<file path="config.mk">
export PLATFORM = sky130hd
export DESIGN_NAME = stc_source_transfer_controller
export DESIGN_NICKNAME = d
export VERILOG_FILES = /design/src/stc_pkg.sv /design/src/stc_source_transfer_controller.sv
export SDC_FILE = /design/constraint.sdc
export NUM_CORES = 1
export LEC_CHECK = 0
export BUFFER_PORTS_ARGS = -buffer_cell sky130_fd_sc_hd__buf_2
export CAP_MARGIN = 20
export CORE_UTILIZATION = 40
export DETAILED_ROUTE_END_ITERATION = 6
export GPL_TIMING_DRIVEN = 0
export PLACE_DENSITY = 0.58
export SLEW_MARGIN = 10
export SYNTH_ARGS = -nofsm -noshare
export SYNTH_HDL_FRONTEND = slang
export SYNTH_SLANG_ARGS = --single-unit
</file>
<file path="constraint.sdc">
create_clock -name clock -period 6.5 [get_ports clock]
set_input_delay 0.65 -clock clock [delete_from_list [all_inputs] [get_ports clock]]
set_output_delay 0.65 -clock clock [all_outputs]
set_load 0.005 [all_outputs]
</file>
<file path="src/stc_pkg.sv">
/*
  Constants, timing figures and types shared by the source transfer controller.
  Assumes a 20 MHz system clock; all delays run on a 100 ms tick.
*/
// Function
// - One-shot modes change over once to backup and never return.
// - Semi mode transfers after delay; without generator, returns only if new channel loses voltage.
// - Auto modes return to priority channel on restored voltage; input selects priority.
// - Network pair: open normal channel after transfer delay, then close backup.
// - Generator pair: open network and start generator in the same cycle.
// - Close-after-start: close generator channel without waiting for generator voltage.
// - Close-after-power-on: hold generator close until generator voltage is seen.
// - Transfer delay spans zero to two minutes in 100 ms steps.
// - Return delay spans zero to thirty minutes in 5 s steps.
// - No paralleling: open backup, confirm open, then close priority.
// - Paralleling: close priority, confirm closed, then open backup.
// - Paralleling acts only while the confirmation input is active.
// - Changeover needs automation on, one switch closed, no locks, no earthing, voltages.
// - Return needs priority switch open and voltage steady for the return delay.
// - Generator override forces automation on; its end restores the previous state.
// - Transfer lock blocks changeover and refuses manual switch commands.
// - Generator start failure abandons within 60 s; one-shot generator mode locks.
// - After generator transfer, network voltage return requests a return.
// - With auto return, generator stop follows 6 s after the return completes.
// - Generator voltage comes from the dedicated input or the detection relay.
// - Automation serves channels 1 and 2; generator variant only on first module.
// - Manual operation accepted with automation off or switch in local mode.
package stc_pkg;
  localparam int CLOCK_HZ = 20_000_000;
  localparam int TICK_MS = 100;
  localparam int TICK_CYCLES = CLOCK_HZ / 1000 * TICK_MS;
  localparam int T1_MAX_MIN = 2;
  localparam int T1_MAX_TICKS = T1_MAX_MIN * 60 * 1000 / TICK_MS;
  localparam int T2_STEP_S = 5;
  localparam int T2_MAX_MIN = 30;
  localparam int T2_MAX_STEPS = T2_MAX_MIN * 60 / T2_STEP_S;
  localparam logic [15:0] T2_STEP_TICKS = 16'(T2_STEP_S * 1000 / TICK_MS);
  localparam int GEN_TIMEOUT_S = 60;
  localparam logic [15:0] GEN_TIMEOUT_TICKS = 16'(GEN_TIMEOUT_S * 1000 / TICK_MS);
  localparam int STOP_DELAY_S = 6;
  localparam logic [15:0] STOP_DELAY_TICKS = 16'(STOP_DELAY_S * 1000 / TICK_MS);
  localparam logic [15:0] TIMER_RESET = 16'h0000;
  localparam logic [1:0] ORDERS_RESET = 2'h0;

  typedef enum logic [2:0] {
    MODE_ONE_1TO2, MODE_ONE_2TO1, MODE_SEMI, MODE_AUTO1, MODE_AUTO2
  } stc_mode_type;

  typedef enum logic [3:0] {
    ST_IDLE, ST_T1_WAIT, ST_XFER_OPEN, ST_XFER_CLOSE, ST_RET_WAIT,
    ST_RET_OPEN_FIRST, ST_RET_CLOSE_LAST, ST_RET_CLOSE_FIRST, ST_RET_OPEN_LAST,
    ST_STOP_WAIT, ST_LOCKED
  } stc_state_type;
endpackage : stc_pkg

</file>
<file path="src/stc_source_transfer_controller.sv">
/*
  Source transfer controller: changeover between two feeder channels or a
  network and a generator channel. Pin inputs come from the switchgear and are
  synchronised here; configuration ports come from logic on the same clock.
*/
`timescale 1ns/1ps
`default_nettype none
module stc_source_transfer_controller #(
  parameter int TICK_CYCLES = stc_pkg::TICK_CYCLES
) (
  input wire logic clock,
  input wire logic arst_n,
  input wire logic [1:0] sw_closed,
  input wire logic [1:0] earth_closed,
  input wire logic [1:0] volt_present,
  input wire logic [1:0] fault_current,
  input wire logic gen_volt_input,
  input wire logic transfer_lock,
  input wire logic priority_select,
  input wire logic parallel_confirm,
  input wire logic gen_override,
  input wire logic local_mode,
  input wire logic [1:0] manual_open,
  input wire logic [1:0] manual_close,
  input wire logic auto_on,
  input wire stc_pkg::stc_mode_type mode,
  input wire logic gen_variant,
  input wire logic first_module,
  input wire logic gen_channel,
  input wire logic volt_from_relay,
  input wire logic fault_lock_en,
  input wire logic parallel_en,
  input wire logic close_after_start,
  input wire logic [10:0] transfer_delay,
  input wire logic [8:0] return_delay,
  input wire logic panel_reset,
  output logic [1:0] open_order,
  output logic [1:0] close_order,
  output logic gen_start,
  output logic gen_stop,
  output logic locked,
  output logic automation_active
);
  // The tick divider is 24 bits wide and must count at least two cycles.
  if (TICK_CYCLES < 2 || TICK_CYCLES > 16_777_215) begin : g_bad_tick
    $error("TICK_CYCLES out of range");
  end

  localparam int NPIN = 18;
  logic [NPIN-1:0] pin_a;
  logic [NPIN-1:0] pin_b;
  logic [23:0] tick_cnt;
  logic tick;
  stc_pkg::stc_state_type state, next_state;
  logic [15:0] timer, next_timer;
  logic src, next_src, dst, next_dst;
  logic oneshot_done, next_oneshot_done;
  logic next_gen_start, next_gen_stop, next_locked;
  logic [1:0] next_open_order, next_close_order;

  always_ff @(posedge clock or negedge arst_n) begin
    if (!arst_n) begin
      pin_a <= '0;
      pin_b <= '0;
    end else begin
      pin_a <= {sw_closed, earth_closed, volt_present, fault_current, gen_volt_input,
                transfer_lock, priority_select, parallel_confirm, gen_override, local_mode,
                manual_open, manual_close};
      pin_b <= pin_a;
    end
  end

  logic [1:0] sw, earth, volt, fault, m_open, m_close;
  logic gen_v_in, lock_in, prio_in, par_in, ovr_in, local_in;
  assign {sw, earth, volt, fault, gen_v_in, lock_in, prio_in, par_in, ovr_in, local_in,
          m_open, m_close} = pin_b;

  // The tick is shared by every delay so one divider serves them all.
  always_ff @(posedge clock or negedge arst_n) begin
    if (!arst_n) begin
      tick_cnt <= '0;
      tick <= 1'b0;
    end else begin
      tick <= (tick_cnt == 24'(TICK_CYCLES - 1));
      tick_cnt <= (tick_cnt == 24'(TICK_CYCLES - 1)) ? '0 : tick_cnt + 24'h000001;
    end
  end

  logic gen_eff, auto_eff, auto_mode, oneshot_mode, one_swc, par_eff;
  logic [1:0] v;
  logic active, other, prio, start_ok, ret_ok, dst_gen;
  logic [15:0] t2_ticks;
  assign gen_eff = gen_variant && first_module;
  assign auto_eff = (gen_eff && ovr_in) || auto_on;
  assign automation_active = auto_eff;
  assign auto_mode = (mode == stc_pkg::MODE_AUTO1) || (mode == stc_pkg::MODE_AUTO2);
  assign oneshot_mode = (mode == stc_pkg::MODE_ONE_1TO2) || (mode == stc_pkg::MODE_ONE_2TO1);
  assign par_eff = parallel_en && par_in;
  // Only the generator channel may take its voltage from the dedicated input.
  always_comb begin
    for (int i = 0; i < 2; i++) begin
      v[i] = (gen_eff && gen_channel == 1'(i) && !volt_from_relay) ? gen_v_in : volt[i];
    end
  end
  assign one_swc = sw[0] ^ sw[1];
  assign active = sw[1];
  assign other = !active;
  assign prio = gen_eff ? !gen_channel
              : ((mode == stc_pkg::MODE_AUTO2) || (mode == stc_pkg::MODE_ONE_2TO1))
                ^ (auto_mode && prio_in);
  assign dst_gen = gen_eff && (dst == gen_channel);
  assign t2_ticks = 16'(return_delay * stc_pkg::T2_STEP_TICKS);

  // A generator channel shows no voltage until the changeover itself starts the set.
  assign start_ok = auto_eff && one_swc && !lock_in && !(|earth) && !v[active]
                    && (v[other] || (gen_eff && other == gen_channel))
                    && !(fault_lock_en && |fault)
                    && !(oneshot_mode && (oneshot_done || active != prio));
  assign ret_ok = auto_eff && one_swc && !lock_in && !(|earth) && active != prio
                  && !sw[prio] && v[prio]
                  && (auto_mode || (gen_eff && !oneshot_mode));

  always_comb begin
    next_state = state;
    next_src = src;
    next_dst = dst;
    next_timer = tick ? timer + 16'h0001 : timer;
    next_oneshot_done = oneshot_done && !panel_reset;
    next_gen_start = gen_start;
    next_gen_stop = gen_stop;
    case (state)
      stc_pkg::ST_IDLE: begin
        next_timer = stc_pkg::TIMER_RESET;
        if (start_ok) begin
          next_state = stc_pkg::ST_T1_WAIT;
        end else if (ret_ok) begin
          next_state = stc_pkg::ST_RET_WAIT;
        end
      end
      stc_pkg::ST_T1_WAIT: begin
        if (!start_ok) begin
          next_state = stc_pkg::ST_IDLE;
        end else if (timer >= 16'(transfer_delay)) begin
          next_state = stc_pkg::ST_XFER_OPEN;
          next_src = active;
          next_dst = other;
          next_timer = stc_pkg::TIMER_RESET;
          if (gen_eff && other == gen_channel) begin
            next_gen_start = 1'b1;
            next_gen_stop = 1'b0;
          end
        end
      end
      stc_pkg::ST_XFER_OPEN: begin
        if (!sw[src]) begin
          next_state = stc_pkg::ST_XFER_CLOSE;
        end
      end
      stc_pkg::ST_XFER_CLOSE: begin
        if (sw[dst]) begin
          next_state = stc_pkg::ST_IDLE;
          next_oneshot_done = oneshot_mode;
        end else if (dst_gen && timer >= stc_pkg::GEN_TIMEOUT_TICKS) begin
          next_gen_start = 1'b0;
          next_state = oneshot_mode ? stc_pkg::ST_LOCKED : stc_pkg::ST_IDLE;
        end
      end
      stc_pkg::ST_RET_WAIT: begin
        if (!ret_ok) begin
          next_state = stc_pkg::ST_IDLE;
        end else if (timer >= t2_ticks) begin
          next_state = par_eff ? stc_pkg::ST_RET_CLOSE_FIRST : stc_pkg::ST_RET_OPEN_FIRST;
          next_src = active;
          next_dst = prio;
        end
      end
      stc_pkg::ST_RET_OPEN_FIRST: begin
        if (!sw[src]) begin
          next_state = stc_pkg::ST_RET_CLOSE_LAST;
        end
      end
      stc_pkg::ST_RET_CLOSE_FIRST: begin
        if (sw[dst]) begin
          next_state = stc_pkg::ST_RET_OPEN_LAST;
        end
      end
      stc_pkg::ST_RET_CLOSE_LAST, stc_pkg::ST_RET_OPEN_LAST: begin
        if ((state == stc_pkg::ST_RET_CLOSE_LAST) ? sw[dst] : !sw[src]) begin
          next_state = gen_start ? stc_pkg::ST_STOP_WAIT : stc_pkg::ST_IDLE;
          next_timer = stc_pkg::TIMER_RESET;
        end
      end
      stc_pkg::ST_STOP_WAIT: begin
        if (timer >= stc_pkg::STOP_DELAY_TICKS) begin
          next_gen_start = 1'b0;
          next_gen_stop = 1'b1;
          next_state = stc_pkg::ST_IDLE;
        end
      end
      stc_pkg::ST_LOCKED: begin
        next_timer = stc_pkg::TIMER_RESET;
        if (panel_reset) begin
          next_state = stc_pkg::ST_IDLE;
        end
      end
      default: begin
        next_state = stc_pkg::ST_IDLE;
      end
    endcase
    // Entering lock sets the flag even in the cycle a panel reset arrives.
    next_locked = (next_state == stc_pkg::ST_LOCKED) || (locked && !panel_reset);
  end

  // Manual commands pass only from idle, so they never fight a running sequence.
  logic manual_ok;
  assign manual_ok = (!auto_eff || local_in) && !lock_in
                     && state == stc_pkg::ST_IDLE;

  always_comb begin
    next_open_order = manual_ok ? m_open : stc_pkg::ORDERS_RESET;
    next_close_order = manual_ok ? m_close : stc_pkg::ORDERS_RESET;
    case (next_state)
      stc_pkg::ST_XFER_OPEN, stc_pkg::ST_RET_OPEN_FIRST, stc_pkg::ST_RET_OPEN_LAST: begin
        next_open_order[next_src] = 1'b1;
      end
      stc_pkg::ST_XFER_CLOSE: begin
        if (!(gen_eff && next_dst == gen_channel) || close_after_start || v[next_dst]) begin
          next_close_order[next_dst] = 1'b1;
        end
      end
      stc_pkg::ST_RET_CLOSE_FIRST, stc_pkg::ST_RET_CLOSE_LAST: begin
        next_close_order[next_dst] = 1'b1;
      end
      default: begin
      end
    endcase
  end

  always_ff @(posedge clock or negedge arst_n) begin
    if (!arst_n) begin
      state <= stc_pkg::ST_IDLE;
      timer <= stc_pkg::TIMER_RESET;
      src <= 1'b0;
      dst <= 1'b0;
      oneshot_done <= 1'b0;
      gen_start <= 1'b0;
      gen_stop <= 1'b0;
      locked <= 1'b0;
      open_order <= stc_pkg::ORDERS_RESET;
      close_order <= stc_pkg::ORDERS_RESET;
    end else begin
      state <= next_state;
      timer <= next_timer;
      src <= next_src;
      dst <= next_dst;
      oneshot_done <= next_oneshot_done;
      gen_start <= next_gen_start;
      gen_stop <= next_gen_stop;
      locked <= next_locked;
      open_order <= next_open_order;
      close_order <= next_close_order;
    end
  end
endmodule : stc_source_transfer_controller
`default_nettype wire

</file>
==> out/qor.yml, run 1 <==
report.final.setup_viol: 0
detailedPlacementHpwl_um: 8620
kind_of_critical_path: "in -> reg"
fraction_of_layout_instances_using_a_drive_strength_above_1_pct: 15.4
static-leakage-power_nw: 2.94
timing.hold.ws_ps: 232
clkSinkCount: 91
max_transition_viols_final: 0
critical_path_peak_fanout: 4
synth.cell_area_um2: 5340
ff_latch_area_um2: 2280
synth.ff_latch_count: 91
final.setup_skew_ps: 7.04
antenna_found_initial: 0
report.final.hold_viol_count: 0
synth_top_cell_area_share_pct: 42.7
insertedDiodeCount: 0
yosys-top-cells-area: "sky130_fd_sc_hd__dfrtp_1 43%, sky130_fd_sc_hd__ha_1 14%, sky130_fd_sc_hd__xnor2_1 4.6%"
fp.coreArea_um2: 12800
multi_input_comb_area_um2: 2860
cell_family_with_most_cp_delay: "compound AO/OA/AOI/OAI gates"
skew_pair_late_insertion_delay_ps: 340
yosys_warnings: 0
rsz0062_at_grt: "no"
avgViaCountPerCell: 5.15
ys.flop_type: "sky130_fd_sc_hd__dfrtp_1"
max_slew_margin_pct: 46.7
cap_viol_max_count: 0
layout_worst_path_cycle_share_pct: 83.0
sequential_fraction_of_the_synthesis_area_pct: 42.7
cts_hold_buffers: 0
grt_usage_pct: 17.1
power.density_cell_area_nw_per_um2: 209
cts-resized-gates: 0
overflow_left_after_global_routing: 0
minimum_clock_period_ps: 5400
layout.nets: 713
detail_route.drc_violations: 0
floorplan.die_area_um2: 13800
post-synth-top-count-cell: "sky130_fd_sc_hd__dfrtp_1"
number_of_global_route_vias_before_repair: 3961
setup_tns_ps: 0
synthCells: 528
cp_data_arrival_time_ps: 5620
cell_type_with_the_largest_total_area_after_synthesis: "sky130_fd_sc_hd__dfrtp_1"
post_synth_most_frequent_cells: "91 x sky130_fd_sc_hd__dfrtp_1, 59 x sky130_fd_sc_hd__ha_1, 58 x sky130_fd_sc_hd__nor2_1"
buffer_ports.inserted: 58
path_type_of_the_worst_min_delay_path: "in -> async"
design.portCount: 60
grt_start_max_net_pins: 67
htree_levels: 3
grt_first_pass_wirelength_um: 19100
die_height_um: 118
rows: 41
vias: 3994
start_kind: "input pin"
max-vdd-ir-drop_mv: 0.156
gp_congestion: 0.876
drtPass1Iterations: 4
cts_tree: "built"
worst_slew_pin_slew_ps: 779
die-width_um: 118
synth_edf_count: 0
areaGrowthSynthToFinish_pct: 15.6
cts-root-buf: "sky130_fd_sc_hd__clkbuf_16"
post_synthesis_net_count: 643
crit_required_ps: 6720
start_util_pct: 41.6
wirelength_um: 11000
synthesis.area_per_instance_um2: 10.1
drt_first_iter_violations: 213
crit_buf_inv: 1
clk_pin_slew_ps: 70
layout.filler_cells: 1243
postCtsSetupBuffers: 0
ys_async_sr_fraction_pct: 100
setup.worst_path.end_class: "register"
cp_slowest_cell: "sky130_fd_sc_hd__a2111oi_0"
cts.path.max_buffers: 2
cts-buffers-inserted: 9
antenna_viol_nets_final: 0
crit_chain: "buf_2, ha_1, ha_1, fa_1, ha_1, a21oi_1, o21bai_1, a21oi_1, o21bai_1, a21oi_1, o21bai_1, a21oi_1, xor2_1, ha_1, and3_1, a2111oi_0, a211o_1, nand3_1, o21ai_0, a2bb2oi_1, o21ai_1"
detail_route.wl_per_cell_um: 14.2
ys_types: 62
fmaxAchievable_ghz: 0.185
crit_path_max_incr_delay_ps: 700
run_status: "complete, no violations"
## per-layer routing
metal  share of wire [%]  track usage (%)  vias to the layer above
li1                    -                -                     2002
met1                  48             23.3                     1925
met2                  48             28.3                       62
met3                 3.2             3.34                        5
met4                0.62             3.77                        0
met5                   0                0                        -
## path summary, 6_finish.rpt
path | slack (ps) | to | from | depth (start not counted)
max in group asynchronous | 5640 | pin_a[2] | arst_n | 2
worst max register to register | 3610 | gen_start | pin_b[17] | 9
worst min-delay path | 230 | timer[13] | arst_n | 1
worst max-delay path | 1100 | open_order[1] | return_delay[2] | 21
worst min register to register | 350 | pin_b[12] | pin_a[12] | 0
min in group clock | 350 | pin_b[12] | pin_a[12] | 0
## cell type report
type,count,area share [%]
inverters,40,2.43
clock inverters,7,1.14
plain buffers,9,0.832
multi-input cells,388,46.3
flip-flops and latches,91,36.9
clock buffers,9,3.65
well taps,172,3.49
repair buffers,59,5.19
## registers in the layout, indices dropped and copies added, names as in the netlist
signal        flops
tick_cnt         24
pin_a            18
pin_b            18
timer            16
state             4
close_order       2
open_order        2
dst               1
gen_start         1
gen_stop          1
locked            1
oneshot_done      1
src               1
tick              1
## cells by family (layout without fill, tap and decap cells)
group | Yosys count | count (layout) | share of synthesized area, %
fa+ha+maj | 63 | 63 | 15.3
xor+xnor | 49 | 49 | 8.04
compound gates | 84 | 84 | 10.9
buf+inv | 49 | 124 | 3.77
flops | 91 | 91 | 42.7
mux | 14 | 14 | 2.77
simple gates | 178 | 178 | 16.6
## metrics by stage
stage,setup slack [ps],power (W),cells,util (%),area (µm²)
2_1_floorplan,1680,0.000727,528,-,5340
3_3_place_gp,734,0.000786,758,45.6,5840
3_5_place_dp,694,0.000794,759,45.8,5870
4_1_cts,1050,0.00131,775,48.1,6170
5_1_grt,627,0.00136,775,48.1,6170
6_report,1100,0.00129,775,48.1,6170
## power breakdown
group	leakage (nW)	total (W)	internal, W	switching, W
sequential	1.17	0.000586	0.000580	0.00000570
combinational	1.63	0.000194	0.0000875	0.000106
clock	0.147	0.000511	0.000271	0.000240
## cells in the final DEF, fill, tap and decap left out, drive strengths merged, types with 2 or more instances in the layout
cell type	netlist	layout
and3	8	8
mux2	6	6
clkinv	0	3
a21o	5	5
o2111ai	2	2
xor2	21	21
o21ai	16	16
mux2i	8	8
and4	5	5
o211ai	3	3
nor2b	3	3
nand4	11	11
a21oi	23	23
or3	4	4
o21bai	7	7
nor4b	2	2
xnor2	28	28
a2111oi	5	5
nor2	58	58
dfrtp	91	91
a41o	2	2
and2	2	2
a31oi	2	2
nand4b	2	2
nand2	35	35
nand3	21	21
o21a	2	2
ha	59	59
buf	4	63
nor3	13	13
a211oi	3	3
nor4	2	2
fa	4	4
nand2b	6	6
clkbuf	5	14
inv	40	44
## worst register-to-register path: stages, from the launching register on
cell and delay (ps):
sky130_fd_sc_hd__dfrtp_1 320, sky130_fd_sc_hd__clkbuf_1 370, sky130_fd_sc_hd__inv_1 240, sky130_fd_sc_hd__o41a_1 470, sky130_fd_sc_hd__a211oi_2 370, sky130_fd_sc_hd__nand2_1 150, sky130_fd_sc_hd__nor3_1 260, sky130_fd_sc_hd__o41ai_1 130
sky130_fd_sc_hd__a21oi_1 150, sky130_fd_sc_hd__mux2_1 330
Power figures use the tool's default switching activity.
==> inputs of run 2 (changes only) <==
Clock period 6.5 ns to 5.12 ns, I/O delays scaled along.
==> out/qor.yml, run 2 (synthesis gave the netlist of run 1 again) <==
clk_pin_slew_ps: 70  # about the same
skew_pair_late_insertion_delay_ps: 340  # about the same
met1_wire_length_um: 5270  # was 5260 µm
max-vdd-ir-drop_mv: 0.198  # was 0.156 mV
critical_path_peak_fanout: 4  # unchanged
insertedDiodeCount: 0  # unchanged
cp_slowest_cell: "sky130_fd_sc_hd__fa_1"  # was sky130_fd_sc_hd__a2111oi_0
met2_length_um: 5340  # about the same
final.setup_skew_ps: 7.04  # about the same
path_type_of_the_worst_min_delay_path: "in -> async"  # unchanged
die-width_um: 118  # unchanged
preCtsSetupSlack_ps: -548  # was 694 ps
die_height_um: 118  # unchanged
cap_viol_max_count: 0  # unchanged
grt_first_pass_wirelength_um: 19100  # about the same
start_kind: "input pin"  # unchanged
max_transition_viols_final: 0  # unchanged
worst_slew_pin_slew_ps: 637  # was 779 ps
clock_share_of_power_pct: 39.5  # was 39.6%
cts-root-buf: "sky130_fd_sc_hd__clkbuf_16"  # unchanged
cts_hold_buffers: 0  # unchanged
setup.worst_path.end_class: "register"  # unchanged
report.final.hold_viol_count: 0  # unchanged
power.density_cell_area_nw_per_um2: 265  # was 209 nW/µm²
cts.path.max_buffers: 2  # unchanged
fmaxAchievable_ghz: 0.212
areaGrowthSynthToFinish_pct: 16.2  # was 15.6%
kind_of_critical_path: "in -> reg"  # unchanged
clkSinkCount: 91  # unchanged
minimum_clock_period_ps: 4720
total_power_w: 0.00164  # was 0.00129 W
start_util_pct: 41.6  # unchanged
design.portCount: 60  # unchanged
rows: 41  # unchanged
rsz0062_at_grt: "no"  # unchanged
cp_data_arrival_time_ps: 4940  # was 5620 ps
leading_cell_type_in_the_layout_fill_and_taps_excluded: "sky130_fd_sc_hd__dfrtp_1"  # unchanged
buffer_ports.inserted: 58  # unchanged
overflow_left_after_global_routing: 0  # unchanged
layout.nets: 713  # unchanged
detailedPlacementHpwl_um: 8620  # unchanged
largest-register: "tick_cnt"  # unchanged
layout_worst_path_cycle_share_pct: 92.1
grt_start_max_net_pins: 67  # unchanged
largest_register_ffs: 24  # unchanged
fp.coreArea_um2: 12800  # unchanged
floorplan.die_area_um2: 13800  # unchanged
most-common-layout-cells: "91 x sky130_fd_sc_hd__dfrtp_1, 59 x sky130_fd_sc_hd__buf_2, 59 x sky130_fd_sc_hd__ha_1"  # unchanged
antenna_found_initial: 0  # unchanged
cts-buffers-inserted: 9  # unchanged
power.net_switching_w: 0.000452  # was 0.000352 W
detail_route.wl_per_cell_um: 14.2  # about the same
run_status: "complete, no violations"  # unchanged
number_of_global_route_vias_before_repair: 3954  # was 3961
highest_routed_layer: "met4"  # unchanged
gp_congestion: 0.876  # unchanged
crit_path_max_incr_delay_ps: 460  # was 700 ps
crit_required_ps: 5350  # was 6720 ps
p_comb_share_pct: 15.3  # was 15.0%
report.final.setup_viol: 0  # unchanged
avgViaCountPerCell: 5.18  # was 5.15
wirelength_um: 11000  # about the same
max_slew_margin_pct: 57.0  # was 46.7%
crit_buf_inv: 1  # unchanged
htree_levels: 3  # unchanged
antenna_viol_nets_final: 0  # unchanged
sw_frac_of_total_pct: 27.5  # was 27.3%
cell_family_with_most_cp_delay: "compound AO/OA/AOI/OAI gates"  # unchanged
static-leakage-power_nw: 2.95  # was 2.94 nW
vias: 4011  # was 3994
cp_common_cell: "sky130_fd_sc_hd__ha_1"
drtPass1Iterations: 4  # unchanged
sequential_share_of_power_pct: 45.2  # was 45.4%
detailroute.wirelength.met3_um: 368  # was 355 µm
crit_chain: "buf_2, ha_1, ha_1, fa_1, ha_1, a21oi_1, o21bai_1, a21oi_2, o21bai_1, a21oi_2, o21bai_1, a21oi_1, xor2_1, ha_1, and3_1, a2111oi_4, a211o_1, nand3_1, o21ai_1, a2bb2oi_2, o21ai_1"  # was buf_2, ha_1, ha_1, fa_1, ha_1, a21oi_1, o21bai_1, a21oi_1, o21bai_1, a21oi_1, o21bai_1, a21oi_1, xor2_1, ha_1, and3_1, a2111oi_0, a211o_1, nand3_1, o21ai_0, a2bb2oi_1, o21ai_1
cts_tree: "built"  # unchanged
top_regs: "tick_cnt (24), pin_a (18), pin_b (18)"  # unchanged
fin_ws_ps: 403  # was 1100 ps
cell_internal_pwr_w: 0.00119  # was 0.000938 W
grt_usage_pct: 17.1  # unchanged
detail_route.drc_violations: 0  # unchanged
drt_first_iter_violations: 217  # was 213
fraction_of_layout_instances_using_a_drive_strength_above_1_pct: 16.1  # was 15.4%
run 2: cell types whose count changed in the layout (fill, tap and decap cells not counted):
cell	delta
sky130_fd_sc_hd__a2111oi_4	+1
sky130_fd_sc_hd__a21oi_1	-2
sky130_fd_sc_hd__o21ai_1	+1
sky130_fd_sc_hd__o21ai_0	-1
sky130_fd_sc_hd__a2bb2oi_2	+1
sky130_fd_sc_hd__a2111oi_0	-1
sky130_fd_sc_hd__a21oi_2	+2
sky130_fd_sc_hd__a2bb2oi_1	-1
run 2: worst paths after layout:
path                                  from             to  slack (ps)  depth (start not counted)
min                                 arst_n      timer[13]          90                          1
max                        return_delay[2]  open_order[1]         400                         21
min in group clock            gen_override       pin_a[5]         280                          1
min reg2reg                      pin_a[16]      pin_b[16]         350                          0
max in group asynchronous           arst_n       pin_a[2]        4400                          2
max reg2reg                      pin_b[17]      gen_start        2230                          9
run 2: per-layer routing:
layer | GRT usage [%] | vias to the layer above
li1 | - | 2000
met1 | 23.3 | 1938
met3 | 3.34 | 5
met5 | 0 | -
met2 | 28.3 | 68
met4 | 3.77 | 0
run 2: power groups by stage:
stage	Combinational (W)	Clock (W)	Sequential (W)
after floorplan	0.000167	0	0.000755
after global placement	0.000241	0	0.000757
after detailed placement	0.000250	0	0.000757
after CTS	0.000253	0.000669	0.000743
after global routing	0.000295	0.000699	0.000745
final	0.000252	0.000649	0.000743
run 2: per-stage QoR:
step           utilization, %  TNS [ps]  instance area, µm²  hold slack, ps  cells
3_5_place_dp             45.8     -2440                5870             335    759
5_1_grt                  48.4         0                6200             108    775
6_report                 48.4         0                6200            93.6    775
2_1_floorplan               -         0                5340             216    528
3_3_place_gp             45.6     -2200                5840             332    758
4_1_cts                  48.1         0                6170            99.0    775
run 2: cell type report:
cell class | count | area [µm²]
sequential | 91 | 2280
fill | 1239 | 6620
timing repair buffer | 59 | 320
clock buffer | 9 | 225
tap | 172 | 215
multi-input combinational | 388 | 2890
clock inverter | 7 | 70.1
inverter | 40 | 150
buffer | 9 | 51.3
run 2: what timing repair did:
action / 4_1_cts / 5_1_grt
endpoints found under the setup margin: 4 / 4
hold endpoints to repair: 0 / 0
buffers inserted: 0 / 0
resized for setup: 2 / 5
